`src/core/uhirq_map.svh`:
```
// constants of the usb host interrupt source status block
// assumes a 32-bit register port with byte offsets and a 40 MHz core clock
`ifndef UHIRQ_MAP_SVH
`define UHIRQ_MAP_SVH

// ---------------------------------------------------------------
// register offsets
// ---------------------------------------------------------------
`define UHIRQ_MODE_OFS     16'h0300
`define UHIRQ_STATUS_OFS   16'h0310
`define UHIRQ_ENABLE_OFS   16'h0314
`define UHIRQ_PWRDN_OFS    16'h0354

// ---------------------------------------------------------------
// field positions and reset values
// ---------------------------------------------------------------
`define UHIRQ_ISO_BIT      9
`define UHIRQ_ASYNC_BIT    8
`define UHIRQ_PERIOD_BIT   7
`define UHIRQ_CLKST_BIT    6
`define UHIRQ_SUSP_BIT     5
`define UHIRQ_DMA_BIT      3
`define UHIRQ_SOF_BIT      0
`define UHIRQ_MASTER_BIT   0
`define UHIRQ_WAKE_LSB     16
`define UHIRQ_WAKE_MSB     31
`define UHIRQ_FLAG_MASK    10'h3e9
`define UHIRQ_FLAG_RESET   10'h000
`define UHIRQ_WAKE_RESET   16'h000a

// ---------------------------------------------------------------
// timing
// ---------------------------------------------------------------
`define UHIRQ_CLK_PERIOD_NS 25
`define UHIRQ_WAKE_TICK_NS  1000
`define UHIRQ_TICK_CYCLES   ((`UHIRQ_WAKE_TICK_NS + `UHIRQ_CLK_PERIOD_NS - 1) / `UHIRQ_CLK_PERIOD_NS)

`endif

```
`src/core/uhirq_pkg.sv`:
```
// types shared by the interrupt source status block
// assumes the constants header is compiled alongside
package uhirq_pkg;

  // ---------------------------------------------------------------
  // types
  // ---------------------------------------------------------------
  typedef logic [9:0]  uhirq_flags_t;
  typedef logic [15:0] uhirq_wake_t;

  typedef enum logic [0:0] {
    WAKE_IDLE = 1'b0,
    WAKE_RUN  = 1'b1
  } uhirq_wake_state_t;

endpackage : uhirq_pkg

```
`src/core/uhirq_status.sv`:
```
// top of the interrupt source status block: flags, enables, wake timer and register port
// assumes event inputs are one-cycle pulses from logic on core_clk, except the clock level
//
// The implementer's own choice: strobed register access.
`timescale 1ns/100ps
`include "uhirq_map.svh"
module uhirq_status #(
  parameter int TICK_CYCLES = `UHIRQ_TICK_CYCLES
) (
  // clock and reset
  input  wire logic        core_clk,
  input  wire logic        arst_n,
  // register port
  input  wire logic [15:0] reg_addr,
  input  wire logic [31:0] reg_wdata,
  input  wire logic        reg_wr,
  input  wire logic        reg_rd,
  output logic      [31:0] reg_rdata,
  // transfer list completion pulses (single or mask combination)
  input  wire logic        iso_list_done,
  input  wire logic        async_list_done,
  input  wire logic        periodic_list_done,
  // power and clocking
  input  wire logic        clocks_running,
  input  wire logic        suspend_enter,
  input  wire logic        host_suspended,
  // dma and frame pulses
  input  wire logic        dma_done,
  input  wire logic        frame_start,
  // outputs
  output logic             irq_req,
  output logic             wake_active
);

  // ---------------------------------------------------------------
  // reset release
  // ---------------------------------------------------------------
  logic rst_a;
  logic rst_n;

  // release is synchronous so no flag sees a partial reset edge
  always_ff @(posedge core_clk or negedge arst_n) begin
    if (!arst_n) begin
      rst_a <= 1'b0;
      rst_n <= 1'b0;
    end else begin
      rst_a <= 1'b1;
      rst_n <= rst_a;
    end
  end

  // ---------------------------------------------------------------
  // state
  // ---------------------------------------------------------------
  uhirq_pkg::uhirq_flags_t flags;
  uhirq_pkg::uhirq_flags_t enables;
  uhirq_pkg::uhirq_wake_t  wake_ticks;
  logic                    master_irq_enable;
  logic                    clk_stable_pulse;

  // ---------------------------------------------------------------
  // decode
  // ---------------------------------------------------------------
  wire sel_mode   = (reg_addr == `UHIRQ_MODE_OFS);
  wire sel_status = (reg_addr == `UHIRQ_STATUS_OFS);
  wire sel_enable = (reg_addr == `UHIRQ_ENABLE_OFS);
  wire sel_pwrdn  = (reg_addr == `UHIRQ_PWRDN_OFS);
  wire wr_status  = reg_wr && sel_status;
  wire wr_enable  = reg_wr && sel_enable;
  wire wr_mode    = reg_wr && sel_mode;
  wire wr_pwrdn   = reg_wr && sel_pwrdn;
  wire bus_access = reg_wr || reg_rd;
  // a zero wake time on an access in suspend closes a running window
  wire wake_cancel = bus_access && host_suspended && (wake_ticks == 16'h0000);

  // ---------------------------------------------------------------
  // event vector
  // ---------------------------------------------------------------
  uhirq_pkg::uhirq_flags_t set_vec;
  uhirq_pkg::uhirq_flags_t clr_vec;
  uhirq_pkg::uhirq_flags_t next_flags;

  assign set_vec[`UHIRQ_ISO_BIT]    = iso_list_done;
  assign set_vec[`UHIRQ_ASYNC_BIT]  = async_list_done;
  assign set_vec[`UHIRQ_PERIOD_BIT] = periodic_list_done;
  assign set_vec[`UHIRQ_CLKST_BIT]  = clk_stable_pulse;
  assign set_vec[`UHIRQ_SUSP_BIT]   = suspend_enter;
  assign set_vec[4]                 = 1'b0;
  assign set_vec[`UHIRQ_DMA_BIT]    = dma_done;
  assign set_vec[2:1]               = 2'h0;
  assign set_vec[`UHIRQ_SOF_BIT]    = frame_start;

  // write one clears, zero keeps; reserved lanes ignored
  assign clr_vec = wr_status ? (reg_wdata[9:0] & `UHIRQ_FLAG_MASK) : `UHIRQ_FLAG_RESET;

  // set does not look at the master enable and wins over a clear
  assign next_flags = ((flags & ~clr_vec) | set_vec) & `UHIRQ_FLAG_MASK;

  // ---------------------------------------------------------------
  // registers
  // ---------------------------------------------------------------
  // status flags
  always_ff @(posedge core_clk or negedge rst_n) begin
    if (!rst_n) flags <= `UHIRQ_FLAG_RESET;
    else        flags <= next_flags;
  end

  // per-source enables, reserved bits held at zero
  always_ff @(posedge core_clk or negedge rst_n) begin
    if (!rst_n)         enables <= `UHIRQ_FLAG_RESET;
    else if (wr_enable) enables <= reg_wdata[9:0] & `UHIRQ_FLAG_MASK;
  end

  // master enable and wake time
  always_ff @(posedge core_clk or negedge rst_n) begin
    if (!rst_n) begin
      master_irq_enable <= 1'b0;
      wake_ticks        <= `UHIRQ_WAKE_RESET;
    end else begin
      if (wr_mode)  master_irq_enable <= reg_wdata[`UHIRQ_MASTER_BIT];
      if (wr_pwrdn) wake_ticks        <= reg_wdata[`UHIRQ_WAKE_MSB:`UHIRQ_WAKE_LSB];
    end
  end

  // ---------------------------------------------------------------
  // interrupt request
  // ---------------------------------------------------------------
  // enabled flag and master enable
  wire irq_cause = master_irq_enable && (|(flags & enables));

  // registered so the pin never glitches on a bus cycle
  always_ff @(posedge core_clk or negedge rst_n) begin
    if (!rst_n) irq_req <= 1'b0;
    else        irq_req <= irq_cause;
  end

  // ---------------------------------------------------------------
  // read path
  // ---------------------------------------------------------------
  // reserved and unmapped read as zero
  wire [31:0] rd_status = {22'h000000, flags};
  wire [31:0] rd_enable = {22'h000000, enables};
  wire [31:0] rd_mode   = {31'h00000000, master_irq_enable};
  wire [31:0] rd_pwrdn  = {wake_ticks, 16'h0000};
  wire [31:0] rd_mux    = sel_status ? rd_status :
                          sel_enable ? rd_enable :
                          sel_mode   ? rd_mode   :
                          sel_pwrdn  ? rd_pwrdn  : 32'h00000000;

  // data stands only in the cycle after the strobe
  always_ff @(posedge core_clk or negedge rst_n) begin
    if (!rst_n)      reg_rdata <= 32'h00000000;
    else if (reg_rd) reg_rdata <= rd_mux;
    else             reg_rdata <= 32'h00000000;
  end

  // ---------------------------------------------------------------
  // submodules
  // ---------------------------------------------------------------
  uhirq_clk_watch u_clk_watch (
    .core_clk         (core_clk),
    .rst_n            (rst_n),
    .clocks_running   (clocks_running),
    .clk_stable_pulse (clk_stable_pulse)
  );

  // any access while suspended with a nonzero wake time opens the wake window
  uhirq_wake_timer #(
    .TICK_CYCLES (TICK_CYCLES)
  ) u_wake_timer (
    .core_clk    (core_clk),
    .rst_n       (rst_n),
    .trigger     (bus_access && host_suspended),
    .wake_ticks  (wake_ticks),
    .wake_active (wake_active)
  );
endmodule : uhirq_status

```
`src/core/uhirq_clk_watch.sv`:
```
// clock-stable detector: synchronises the clocks-running level and pulses on its rise
// assumes the level comes from the clock generator outside this domain
`timescale 1ns/100ps
module uhirq_clk_watch (
  // clock and reset
  input  wire logic core_clk,
  input  wire logic rst_n,
  // clock generator level
  input  wire logic clocks_running,
  // event to the status logic
  output logic      clk_stable_pulse
);

  logic sync_a;
  logic sync_b;
  logic seen;

  // reset value low so that power-on with clocks up gives one event
  always_ff @(posedge core_clk or negedge rst_n) begin
    if (!rst_n) begin
      sync_a <= 1'b0;
      sync_b <= 1'b0;
      seen   <= 1'b0;
    end else begin
      sync_a <= clocks_running;
      sync_b <= sync_a;
      seen   <= sync_b;
    end
  end

  always_ff @(posedge core_clk or negedge rst_n) begin
    if (!rst_n) begin
      clk_stable_pulse <= 1'b0;
    end else begin
      clk_stable_pulse <= sync_b & ~seen;
    end
  end
endmodule : uhirq_clk_watch

```
`src/core/uhirq_wake_timer.sv`:
```
// wake window timer: holds the core awake for a number of microsecond ticks
// assumes the trigger is already qualified by the suspended state
`timescale 1ns/100ps
`include "uhirq_map.svh"
module uhirq_wake_timer #(
  parameter int TICK_CYCLES = `UHIRQ_TICK_CYCLES
) (
  // clock and reset
  input  wire logic                 core_clk,
  input  wire logic                 rst_n,
  // control
  input  wire logic                 trigger,
  input  wire uhirq_pkg::uhirq_wake_t wake_ticks,
  // status
  output logic                      wake_active
);

  localparam int DW = (TICK_CYCLES > 1) ? $clog2(TICK_CYCLES) : 1;
  localparam logic [DW-1:0] DIV_LAST = DW'(TICK_CYCLES - 1);

  uhirq_pkg::uhirq_wake_state_t state;
  uhirq_pkg::uhirq_wake_state_t next_state;
  uhirq_pkg::uhirq_wake_t       count;
  logic [DW-1:0]                div;
  wire                          tick = (div == DIV_LAST);
  wire                          last = tick && (count == 16'h0001);

  // reload on each access, zero time means no wake
  always_comb begin
    next_state = state;
    unique case (state)
      uhirq_pkg::WAKE_IDLE: if (trigger && wake_ticks != 16'h0000) next_state = uhirq_pkg::WAKE_RUN;
      uhirq_pkg::WAKE_RUN: begin
        if (trigger) next_state = (wake_ticks != 16'h0000) ? uhirq_pkg::WAKE_RUN : uhirq_pkg::WAKE_IDLE;
        else if (last) next_state = uhirq_pkg::WAKE_IDLE;
      end
    endcase
  end

  // tick divider restarts with each reload so the window is never short
  always_ff @(posedge core_clk or negedge rst_n) begin
    if (!rst_n) begin
      state <= uhirq_pkg::WAKE_IDLE;
      count <= 16'h0000;
      div   <= '0;
    end else begin
      state <= next_state;
      if (trigger) begin
        count <= wake_ticks;
        div   <= '0;
      end else if (state == uhirq_pkg::WAKE_RUN) begin
        div <= tick ? '0 : div + DW'(1);
        if (tick) count <= count - 16'h0001;
      end
    end
  end

  assign wake_active = (state == uhirq_pkg::WAKE_RUN);
endmodule : uhirq_wake_timer

```
`config.mk`:
```
export PLATFORM = sky130hd
export DESIGN_NAME = uhirq_status
export DESIGN_NICKNAME = d
export VERILOG_FILES = /design/src/core/uhirq_pkg.sv /design/src/core/uhirq_status.sv /design/src/core/uhirq_clk_watch.sv /design/src/core/uhirq_wake_timer.sv
export VERILOG_INCLUDE_DIRS = /design/src /design/src/core
export SDC_FILE = /design/constraint.sdc
export NUM_CORES = 1
export LEC_CHECK = 0
export CELL_PAD_IN_SITES_DETAIL_PLACEMENT = 1
export CELL_PAD_IN_SITES_GLOBAL_PLACEMENT = 1
export CORE_MARGIN = 1
export CORE_UTILIZATION = 45
export CTS_CLUSTER_SIZE = 24
export DETAILED_ROUTE_END_ITERATION = 10
export DONT_BUFFER_PORTS = 1
export GPL_ROUTABILITY_DRIVEN = 1
export PLACE_DENSITY = 0.85
export RECOVER_POWER = 100
export SYNTH_ARGS = -nofsm -noshare
export SYNTH_HDL_FRONTEND = slang
export SYNTH_HIERARCHICAL = 1
export SYNTH_SLANG_ARGS = --single-unit
```
`constraint.sdc`:
```
create_clock -name core_clk -period 2.6 [get_ports core_clk]
set_clock_uncertainty 0.15 [all_clocks]
set_input_delay 0.26 -clock core_clk [delete_from_list [all_inputs] [get_ports core_clk]]
set_output_delay 0.26 -clock core_clk [all_outputs]
set_load 0.1 [all_outputs]
```
# Word-level counts from Yosys, hierarchy flattened

Cells that the tools add are included.
W data, S select, Z words.

Input bits: 60
Register bits: 93
Output and inout bits: 34

Equal/unequal tests: 6
Reduce and logical (&&, ||, !) cells: 14
Add/sub/neg operators: 2
Multiplexer cells: 17
Bitwise gates (word level): 7

Operators with widths:

| operator                | count |
|---|---|
| $mux W32                | 5 |
| $eq A16 B10 Y1 const B  | 4 |
| $mux W16                | 3 |
| $and A10 B10 Y10        | 2 |
| $mux W6                 | 3 |
| $eq A16 B1 Y1 const B   | 1 |
| $reduce_bool A16 Y1     | 1 |
| $sub A16 B1 Y16 const B | 1 |
| $mux W10                | 1 |
| $not A10 Y10            | 1 |
| $or A10 B10 Y10         | 1 |
| $reduce_or A10 Y1       | 1 |
| $logic_and A1 B1 Y1     | 8 |
| $add A6 B1 Y6 const B   | 1 |
| $eq A6 B6 Y1 const B    | 1 |
| $mux W1                 | 4 |
| $reduce_bool A2 Y1      | 2 |
| $not A1 Y1              | 2 |
| $pmux W1 S2             | 1 |
| $reduce_and A2 Y1       | 1 |
| $and A1 B1 Y1           | 1 |
| $logic_or A1 B1 Y1      | 1 |

# Depth between registers and ports, before layout

Gate-level depths: netlist (run 1).

Depth after elaboration: 6
Depth in mapped cells: 6
Depth with buffers taken out: 6

# By module

The synthesis (run 1) kept the hierarchy.

By module, submodules not included:

| module           | instances | seq. area each (sq um) | area each (sq um) | cells an instance |
|---|---|---|---|---|
| uhirq_status     | 1         | 1428.9                 | 2347.3            | 166 |
| uhirq_wake_timer | 1         | 575.6                  | 1397.6            | 149 |
| uhirq_clk_watch  | 1         | 100.1                  | 113.9             | 5 |

# Worst setup path before layout (run 1)

OpenSTA, ideal clock, no wires.

Kind: flip-flop to flip-flop
From: reg u_wake_timer.state, in the netlist u_wake_timer/wake_active
To: reg u_wake_timer.count[14]
Data arrival time: 2.401 ns
Required time: 2.368 ns
Slack: -0.033 ns
Stages on the path, launching flop included: 6
Buffers on the path: 1
Path through: dfrtp_1 -> clkbuf_8 -> nand4b_1 -> or2_2 -> or4_2 -> a31oi_1

Longest elaborated chain between the ends: 2

Ends and longest elaborated chain:

| element                      | RTL line               | text |
|---|---|---|
| start: declaration           | uhirq_wake_timer.sv:21 | `uhirq_pkg::uhirq_wake_state_t state;` |
| start signal: assignment     | uhirq_wake_timer.sv:43 | `state <= uhirq_pkg::WAKE_IDLE;` |
| start signal: assignment     | uhirq_wake_timer.sv:47 | `state <= next_state;` |
| $reduce_bool A2 Y1 (no line) | -                      |  |
| $reduce_and A2 Y1 (no line)  | -                      |  |
| end signal: assignment       | uhirq_wake_timer.sv:49 | `count <= wake_ticks;` |
| end signal: assignment       | uhirq_wake_timer.sv:53 | `if (tick) count <= count - 16'h0001;` |
| end: declaration             | uhirq_wake_timer.sv:23 | `uhirq_pkg::uhirq_wake_t count;` |

No other way between the ends.
A chain may end at the register's enable or synchronous reset.

# Final worst setup path (run 1)

From: reg u_wake_timer.state, in the netlist u_wake_timer/wake_active
To: reg u_wake_timer.count[11]

Same word-level chain as after synthesis.

==> metrics.txt, run 1 <==
outcome finished, final reports clean; port bufs 0; count of cell types in the netlist 63; DR WL/cell 23.87 um; share of cells above drive strength 1 0.1359; Peak VDD IR 0.0003006 V; first-pass GRT wire length 17,340 um; Top Ports 94; cell row count 33; Area growth syn-to-layout 15.76%; ys async rst share 1.000; via count between 2,000 and 3,000; sequential share of the synthesized area 0.5454; Worst-Skew Late Latency 0.37 ns; clk sinks 84; final design instance area without fill 0.004467 mm2; P_leak 1.970 nW; warning count from the yosys run 6; setup violators final 0; top-area cell type share of the netlist area 0.5318; final worst path period share 0.9424; Worst Tran Pin Value roughly 1.2 ns; initial core utilization 0.4673; Hold WS 0.03405 ns; area leader, netlist dfrtp_1; placed wire-length estimate 6557 um; area of the multi-input gates 0.001568 mm2; count leader, synth dfrtp_1; nets@finish roughly 430; Worst Setup Path Type reg2reg; die span in x 94.60 um; Required @ worst endpoint 2.73 ns; pwr/cell area 569.6 mW/mm2; placed cells 418; synth cell count leaders 82 x dfrtp_1, 16 x and2_1, 16 x mux2_1; Synth area leaders dfrtp_1 53%, mux2_1 4.7%, mux2_4 2.7%; critical path startpoint category flop; Post-DRT Antenna Nets 0; Final Hold Viols 0; core area 0.008258 mm2; initial antenna violation count 0; Yosys reg bits 84; Post-synth top flop dfrtp_1; Relative slew margins 0.2029; buffers inserted by post-CTS timing repair 0; placed cell areas a little under 0.004 mm2; Max-cap violations 0; antenna fix cells 0; Slew Viols, Final 0; total gr overflow 0; CP Max Fanout 10; non-filler instance count after layout 473; Clock transition at path regs 0.10 ns; first-pass detailed-route iteration total 4; RSZ-0062 raised after global routing false; root buffer selected by CTS clkbuf_8; die height 94.60 um; Hold Path Class in2reg; CP Capture Type flop; drt first-iter violations between 150 and 200; worst-case clock buffer depth 2; Fin Setup TNS 0 ns; Num CTS Buffers 9; Post-Route WL about 11,000 um; Fmax 408.1 MHz; CTS tree done; layout filler cell count around 850; cell count after synthesis 320; vias in the first global route 3,074; syn_area_per_cell 12.06 um2; Final Power about 0.0025 W; Sequential Area 0.002107 mm2; Final Wtd Congestion 0.7875; Post-synth EDFFs 0; vias per cell 5.953; total track usage 0.2671; DRC Markers 0; die area around 0.0089 mm2; min Tclk post-route 2.450 ns; htree depth 3; crit path DAT 2.58 ns; synthesized area 0.003859 mm2; largest net degree at the start of global routing 57
-- final timing paths --
check / from / end / slack [ns] / cells past startpoint
min: reg_addr[2] / reg_rdata[0]$_DFF_PN0_ / 0.03 / 3
max in group asynchronous: rst_n$_DFF_PN0_ / reg_rdata[6]$_DFF_PN0_ / 0.60 / 1
min in group asynchronous: rst_n$_DFF_PN0_ / wake_ticks[2]$_DFFE_PN0P_ / 0.37 / 0
min reg2reg: u_clk_watch/sync_a$_DFF_PN0_ / u_clk_watch/sync_b$_DFF_PN0_ / 0.22 / 0
max reg2reg: u_wake_timer/wake_active$_DFF_PN0_ / u_wake_timer/count[11]$_DFFE_PN0P_ / 0.15 / 4
max: u_wake_timer/wake_active$_DFF_PN0_ / u_wake_timer/count[11]$_DFFE_PN0P_ / 0.15 / 4
-- state kept, by name (all words and copies together), names as in the netlist --
signal / count
enables: 7
flags: 7
irq_req: 1
master_irq_enable: 1
reg_rdata: 23
rst_a: 1
rst_n: 1
u_clk_watch/clk_stable_pulse: 1
u_clk_watch/seen: 1
u_clk_watch/sync_a: 1
u_clk_watch/sync_b: 1
u_wake_timer/count: 16
u_wake_timer/div: 6
u_wake_timer/wake_active: 1
wake_ticks: 16
-- area by class of cell --
type	count	share of cell area
Clock buffer	10	0.03081
Clock inverter	6	0.01569
Inverter	5	0.004202
Multi-Input combinational cell	216	0.3510
Sequential cell	84	0.4717
Tap cell	105	0.02941
Timing Repair Buffer	47	0.09720
-- critical path, cell delays in order, from the launching register on --
cell and delay, ns:
dfrtp_2 0.38, clkbuf_2 0.60, nand4_1 0.42, or4_2 0.64
a31oi_1 0.18
-- through the flow --
step	util	setup slack (ns)
after detailed placement	0.4755	0.2926
after global placement	0.4755	0.4135
after global routing	0.5409	0.08849
after CTS	0.5479	0.2758
after floorplan	-	0.2747
final	0.5409	0.1498
-- repair_timing --
action	4_1_cts	5_1_grt
endpoints found under the hold margin	41	0
hold buffers	39	0
gates resized for setup	0	0
-- cells in the final DEF, fill, tap and decap left out, types with 5 or more instances in the layout --
cell type      instances
o21ai_0                8
mux2_2                 9
nand2_1               12
conb_1                10
nand3_1               11
nor4_1                 8
a21o_1                 7
dlygate4sd3_1         39
clkbuf_8              10
xnor2_1                8
a31oi_1                6
dfrtp_1               80
o31ai_1                5
nor2_1                15
and2_0                14
nor3_1                 5
and3_1                10
mux2_1                22
nor2b_1                5
inv_1                  5
-- layer usage --
metal	track usage	vias up	share of wire
met2	0.4580	104	0.51
met5	0	-	0
li1	-	1211	-
met4	0.1313	0	0.036
met3	0.06200	27	0.043
met1	0.3132	1474	0.41
-- kinds of logic after synthesis --
family / after synthesis / share of synthesized area
adders and majority gates: 3 / 0.009729
DFF: 84 / 0.5454
and+or+nand+nor: 119 / 0.1958
muxes: 34 / 0.1054
other: 2 / 0.001946
buffers and inverters: 28 / 0.04604
AOI/OAI and AO/OA: 39 / 0.07069
xor gates and xnor gates: 11 / 0.02497
-- report_power, final --
part	internal (W)	switching (W)	total (W)
sequential	0.00132	0.0000277	0.00135
clock	0.000477	0.000533	0.00101
combinational	0.0000661	0.000120	0.000186
total	0.00186	0.000681	0.00254
Note: power is estimated with default switching activity, not from simulation.
==> run 2: changes to the inputs <==
CORE_UTILIZATION = 44   (was 45)
SYNTH_HIERARCHICAL = not set   (was 1)
==> run 2 against run 1 <==
The flow now finishes with violations (hold timing). Largest power group unchanged. Count of clock-buffer cells in the layout fell by 1. First-iteration DRC count rose by 77%. Via count rose by 15%. Register-to-register slack improved by 0.04 ns. Maximum frequency barely moved. Setup slack improved by 0.00076 ns. Wire length rose by 18%. Clock power rose by 9%. Global-route usage rose by 4.2 points. Sequential share of layout area fell by 0.57 points. Utilization barely moved. Die area rose by 1.6%.
==> metrics.txt, run 2 <==
DP Worst Slack 0.4052 ns (was 0.2926 ns); port bufs 0 (unchanged); area leader, netlist dfrtp_1 (unchanged); syn_area_per_cell 10.90 um2 (was 12.06 um2); Post-synth EDFFs 0 (unchanged); min Tclk post-route 2.449 ns (was 2.450 ns); sw frac 0.2754 (was 0.2675); DR WL/cell 26.28 um (was 23.87 um); Hold Path Class in2reg (unchanged); buffers inserted by post-CTS timing repair 0 (unchanged); sequential share of the synthesized area 0.5486 (was 0.5454); synthesized area 0.003836 mm2 (was 0.003859 mm2); crit path DAT 2.60 ns (was 2.58 ns); # resized after CTS 0 (unchanged); first-pass detailed-route iteration total 7 (was 4); Num CTS Buffers 9 (unchanged); htree depth 3 (unchanged); die area 0.009096 mm2 (was 0.008949 mm2); min-delay src reg_wr (was reg_addr[2]); violated checks hold timing; Final Wtd Congestion 0.7667 (was 0.7875); Pint 0.001956 W (was 0.001864 W); total track usage 0.3092 (was 0.2671); root buffer selected by CTS clkbuf_8 (unchanged); pwr/cell area 597.7 mW/mm2 (was 569.6 mW/mm2); Synth area leaders dfrtp_1 53%, mux2_2 7.0%, and2_1 2.9% (was dfrtp_1 53%, mux2_1 4.7%, mux2_4 2.7%); Clock transition at path regs 0.10 ns (about the same); final setup margin 0.1505 ns (was 0.1498 ns); count leader, synth dfrtp_1 (unchanged); core area 0.008341 mm2 (was 0.008258 mm2); CP Capture Type flop (unchanged); Area growth syn-to-layout 17.71% (was 15.76%); Logic pwr share 0.085 (was 0.073); P_leak 1.993 nW (was 1.970 nW); DRC Markers 0 (unchanged); vias in the first global route 3,490 (was 3,074); initial antenna violation count 0 (unchanged); most frequent cells in the layout 82 x dfrtp_1, 40 x dlygate4sd3_1, 29 x nand2_1 (was 80 x dfrtp_1, 39 x dlygate4sd3_1, 22 x mux2_1); largest net degree at the start of global routing 56 (was 57); Relative slew margins 0.2005 (was 0.2029); CTS tree done (unchanged); share of cells above drive strength 1 0.1225 (was 0.1359); nets@finish 458 (was 426); number of flip-flops in the largest register 23 (unchanged); vias per cell 6.388 (was 5.953); worst-case clock buffer depth 2 (unchanged); sequential power share 0.506 (was 0.530); largest registers reg_rdata x23, u_wake_timer.count x16, wake_ticks x16 (was reg_rdata x23, u_wake_timer/count x16, wake_ticks x16); die span in x 95.38 um (was 94.60 um); critical path startpoint category primary input (was flop); commonest non-fill, non-tap cell in the layout dfrtp_1 (unchanged); die height 95.38 um (was 94.60 um); ys async rst share 1.000 (unchanged); CP Max Fanout 6 (was 10); RSZ-0062 raised after global routing false (unchanged); cell count after synthesis 352 (was 320); Max-cap violations 0 (unchanged); P_sw 0.0007432 W (was 0.0006806 W); Worst Setup Path Type in2reg (was reg2reg); total gr overflow 0 (unchanged); final worst path period share 0.9421 (was 0.9424); Final Hold Viols 3 (was 0); RR Startpoint u_wake_timer.div[1]$_DFFE_PN0P_ (was u_wake_timer/wake_active$_DFF_PN0_); Worst-Skew Late Latency 0.38 ns (was 0.37 ns); warning count from the yosys run 0 (was 6); largest register by flop count reg_rdata (unchanged); Hold Buf Count CTS 40 (was 39); Worst Setup SP reg_addr[3] (was u_wake_timer/wake_active$_DFF_PN0_); initial core utilization 0.4599 (was 0.4673); via count 3,226 (was 2,816); Clk network pwr share 0.409 (was 0.397); antenna fix cells 0 (unchanged); synth cell count leaders 82 x dfrtp_1, 29 x nand2_1, 27 x nor2_1 (was 82 x dfrtp_1, 16 x and2_1, 16 x mux2_1); outcome finished with violations (was finished, final reports clean); drt first-iter violations 347 (was 196); Fin Setup TNS 0 ns (unchanged); cell row count 33 (unchanged); count of cell types in the netlist 54 (was 63); Peak VDD IR 0.0002615 V (was 0.0003006 V); Post-DRT Antenna Nets 0 (unchanged); Yosys reg bits 84 (unchanged); Slew Viols, Final 0 (unchanged); Hold WS -0.005163 ns (was 0.03405 ns); Post-synth top flop dfrtp_1 (unchanged); first-pass GRT wire length 20,330 um (was 17,340 um); Required @ worst endpoint 2.75 ns (was 2.73 ns); setup violators final 0 (unchanged); top-area cell type share of the netlist area 0.5349 (was 0.5318); placed wire-length estimate 6958 um (was 6557 um); Fmax 408.3 MHz (was 408.1 MHz); Worst Tran Pin Value 1.199 ns (was 1.196 ns); Post-Route WL 13,270 um (was 11,290 um); clk sinks 84 (unchanged); Top Ports 94 (unchanged)
==> run 2: layer usage <==
| layer | routed length (um) | track usage | part of all wire | vias up |
|---|---|---|---|---|
| li1 | - | - | - | 1328 |
| met2 | 6739 | 0.5161 | 0.51 | 211 |
| met4 | 536 | 0.1617 | 0.040 | 0 |
| met1 | 4945 | 0.3626 | 0.37 | 1634 |
| met5 | 0 | 0 | 0 | - |
| met3 | 1050 | 0.08533 | 0.079 | 53 |
==> run 2: path summary, 6_finish.rpt <==
| check | endpoint | slack (ns) | depth (start not counted) |
|---|---|---|---|
| setup / recovery | reg_rdata[7]$_DFF_PN0_ | 0.15 | 5 |
| hold / removal | flags[3]$_DFF_PN0_ | -0.005 | 3 |
| setup reg to reg | u_wake_timer.count[11]$_DFFE_PN0P_ | 0.19 | 5 |
| hold reg to reg | u_clk_watch.sync_b$_DFF_PN0_ | 0.19 | 0 |
| max in group asynchronous | reg_rdata[16]$_DFF_PN0_ | 0.49 | 1 |
| min in group asynchronous | reg_rdata[8]$_DFF_PN0_ | 0.33 | 0 |
==> run 2: cells by family after synthesis <==
kind of cell    count (synthesis)  synth area share
compound gates                 48           0.07632
xor+xnor                        9           0.02055
simple gates                  151            0.2273
fa+ha+maj                       3          0.009786
flops                          84            0.5486
mux                            26           0.07567
buf+inv                        29           0.03979
other cells                     2          0.001958
==> run 2: stage by stage <==
step | area, um2 | hold WS, ns | total power, W | util | cells
final | 4516 | -0.005163 | 0.002699 | 0.5414 | 505
after detailed placement | 3936 | -0.1855 | 0.001565 | 0.4719 | 449
after global routing | 4516 | 0.01200 | 0.002773 | 0.5414 | 505
after floorplan | 3867 | -0.1856 | 0.001541 | - | 360
after CTS | 4559 | 0.0003844 | 0.002661 | 0.5467 | 505
after global placement | 3936 | -0.1855 | 0.001554 | 0.4719 | 449
==> run 2: power groups by stage <==
stage / clock, W / sequential [W] / combinational (W)
floorplan: 0 / 0.00139 / 0.000147
global placement: 0 / 0.00139 / 0.000165
detailed placement: 0 / 0.00139 / 0.000173
CTS: 0.00107 / 0.00137 / 0.000228
global route: 0.00116 / 0.00137 / 0.000246
finish: 0.00110 / 0.00137 / 0.000230
==> run 2: critical path: stages <==
cell and delay [ns]:
dlygate4sd3_1 0.55, nor4_2 0.60, dlygate4sd3_1 0.82, nand3_1 0.17
a21oi_1 0.19
==> run 2: final cells by class <==
type	instances	area, um2
fillers	875	3825
flip-flops and latches	84	2105
multi-input cells	247	1588
repair buffers	47	446.7
well taps	105	131.4
clock buffers	9	123.9
clock inverters	7	98.84
inverters	6	22.52
==> run 3: changes to the inputs <==
HOLD_SLACK_MARGIN = 0.05   (was not set)
==> run 3 against run 2 <==
The run now ends clean. Die area stayed put. Total power is 0.47% lower. Clock power hardly changed. Design area is 0.33% higher. Critical path type unchanged. Largest power group unchanged.
==> metrics.txt, run 3 (synthesized netlist as in run 2, its figures left out) <==
worst-case clock buffer depth 2 (unchanged); Post-DRT Antenna Nets 0 (unchanged); Worst-Skew Late Latency 0.38 ns (about the same); pwr/cell area 592.9 mW/mm2 (was 597.7 mW/mm2); commonest non-fill, non-tap cell in the layout dfrtp_1 (unchanged); Clock transition at path regs 0.10 ns (about the same); Crit path largest cell delay 0.58 ns (was 0.82 ns); Peak VDD IR 0.0002492 V (was 0.0002615 V); via count 3,187 (was 3,226); largest registers reg_rdata x23, u_wake_timer.count x16, wake_ticks x16 (unchanged); vias in the first global route 3,418 (was 3,490); Crit path buffers/inverters 2 (unchanged); min-delay src reg_addr[2] (was reg_wr); largest net degree at the start of global routing 56 (unchanged); crit path DAT 2.52 ns (was 2.60 ns); CP Max Fanout 16 (was 6); DRC Markers 0 (unchanged); clk sinks 84 (unchanged); Slew Viols, Final 0 (unchanged); Required @ worst endpoint 2.69 ns (was 2.75 ns); Final Wtd Congestion 0.7667 (unchanged); buffers inserted by post-CTS timing repair 0 (unchanged); total track usage 0.2971 (was 0.3092); CP delay by family, top buffers and inverters (unchanged); total gr overflow 0 (unchanged); Fmax 411.2 MHz (was 408.3 MHz); min Tclk post-route 2.432 ns (was 2.449 ns); root buffer selected by CTS clkbuf_8 (unchanged); first-pass detailed-route iteration total 8 (was 7); crit path cell chain dlygate4sd3_1, nor4_4, nor3b_1, buf_4, mux2_1 (was dlygate4sd3_1, nor4_2, dlygate4sd3_1, nand3_1, a21oi_1); critical path startpoint category primary input (unchanged); non-filler instance count after layout 506 (was 505); Hold Path Class in2reg (unchanged); Worst Setup Path Type in2reg (unchanged); Area growth syn-to-layout 18.10% (was 17.71%); CTS tree done (unchanged); Final Hold Viols 0 (was 3); nets@finish 459 (was 458); Top Ports 94 (unchanged); Relative slew margins 0.1994 (was 0.2005); Worst Setup SP reg_addr[3] (unchanged); RR Startpoint u_wake_timer.div[1]$_DFFE_PN0P_ (unchanged); placed cells 449 (unchanged); Crit-path slowest cell dlygate4sd3_1 (unchanged); placed wire-length estimate 6958 um (unchanged); port bufs 0 (unchanged); cell row count 33 (unchanged); Max-cap violations 0 (unchanged); first-pass GRT wire length 19,220 um (was 20,330 um); die height 95.38 um (unchanged); # resized after CTS 0 (unchanged); Sequential Area 0.002105 mm2 (unchanged); largest register by flop count reg_rdata (unchanged); antenna fix cells 0 (unchanged); DR WL/cell 25.08 um (was 26.28 um); Worst Tran Pin Value 1.201 ns (was 1.199 ns); Num CTS Buffers 9 (unchanged); Fin Setup TNS 0 ns (unchanged); area of the multi-input gates 0.001597 mm2 (was 0.001588 mm2); Post-Route WL 12,690 um (was 13,270 um); die span in x 95.38 um (unchanged); CP Capture Type flop (unchanged); drt first-iter violations 271 (was 347); outcome finished, final reports clean (was finished with violations); number of flip-flops in the largest register 23 (unchanged); htree depth 3 (unchanged); initial antenna violation count 1 (was 0); setup violators final 0 (unchanged); vias per cell 6.298 (was 6.388); RSZ-0062 raised after global routing false (unchanged); share of cells above drive strength 1 0.1172 (was 0.1225); core area 0.008341 mm2 (unchanged); layout filler cell count 872 (was 875); final worst path period share 0.9352 (was 0.9421); R2R Setup Slk 0.31 ns (was 0.19 ns); P_leak 1.998 nW (was 1.993 nW); die area 0.009096 mm2 (unchanged); most frequent cells in the layout 82 x dfrtp_1, 41 x dlygate4sd3_1, 29 x nand2_1 (was 82 x dfrtp_1, 40 x dlygate4sd3_1, 29 x nand2_1); initial core utilization 0.4599 (unchanged)
## run 3: cell types whose count changed in the layout (fill, tap and decap cells not counted)
cell | previous run | this run
buf_4 | 4 | 3
nor4_4 | 0 | 1
clkbuf_1 | 1 | 2
dlygate4sd3_1 | 40 | 41
nor4_2 | 2 | 1
or2_0 | 0 | 1
or2_2 | 1 | 0
## run 3: metrics by stage
stage | setup WS, ns | hold WS (ns) | total power [W] | instance area (um2) | utilization
after floorplan | 0.1782 | -0.1856 | 0.001541 | 3867 | -
after global placement | 0.5213 | -0.1855 | 0.001554 | 3936 | 0.4719
after detailed placement | 0.4052 | -0.1855 | 0.001565 | 3936 | 0.4719
after CTS | 0.3666 | 0.1029 | 0.002663 | 4569 | 0.5479
after global routing | 0.1446 | 0.1217 | 0.002766 | 4531 | 0.5432
final | 0.1684 | 0.1119 | 0.002686 | 4531 | 0.5432
## run 3: worst reg2reg max path: cells and delay by family, from the launching register on
kind | cells | cell delay [ns]
AND/OR/NAND/NOR | 2 | 0.96
XOR/XNOR | 1 | 0.20
AO/OA/AOI/OAI | 1 | 0.12
adder cells (fa/ha/maj) | 1 | 0.31
flip-flops | 1 | 0.39
## run 3: final cells by class
type / count / share of cell area
clock buffer: 9 / 0.02734
clock inverter: 7 / 0.02182
inverter: 6 / 0.004971
multi-input combinational: 247 / 0.3524
sequential: 84 / 0.4645
tap: 105 / 0.02900
timing repair buffer: 48 / 0.09997
## run 3: worst paths after layout
path                                                          end  cells after the start
worst max-delay path                    wake_ticks[8]$_DFFE_PN0P_                      5
worst min-delay path                       reg_rdata[0]$_DFF_PN0_                      4
worst max register to register  u_wake_timer.count[5]$_DFFE_PN0P_                      5
worst min register to register       u_clk_watch.sync_b$_DFF_PN0_                      0
max in group asynchronous       u_wake_timer.count[4]$_DFFE_PN0P_                      1
min in group asynchronous                       irq_req$_DFF_PN0_                      0
## run 3: where the power goes
group | total (W) | internal, W | switching (W) | leakage [nW]
combinational | 0.000231 | 0.0000741 | 0.000157 | 0.780
clock | 0.00109 | 0.000548 | 0.000543 | 0.110
sequential | 0.00136 | 0.00133 | 0.0000308 | 1.11
total | 0.00269 | 0.00196 | 0.000730 | 2.00
## run 3: timing repair
item,4_1_cts,5_1_grt
setup endpoints to repair,0,0
hold endpoints to repair,41,0
hold buffers,41,0
## run 3: metal layers
| layer | track usage | part of all wire | up-vias |
|---|---|---|---|
| met1 | 0.3333 | 0.37 | 1608 |
| met2 | 0.4839 | 0.50 | 193 |
| met4 | 0.1940 | 0.051 | 0 |
| met5 | 0 | 0 | - |
| li1 | - | - | 1337 |
| met3 | 0.09649 | 0.073 | 49 |
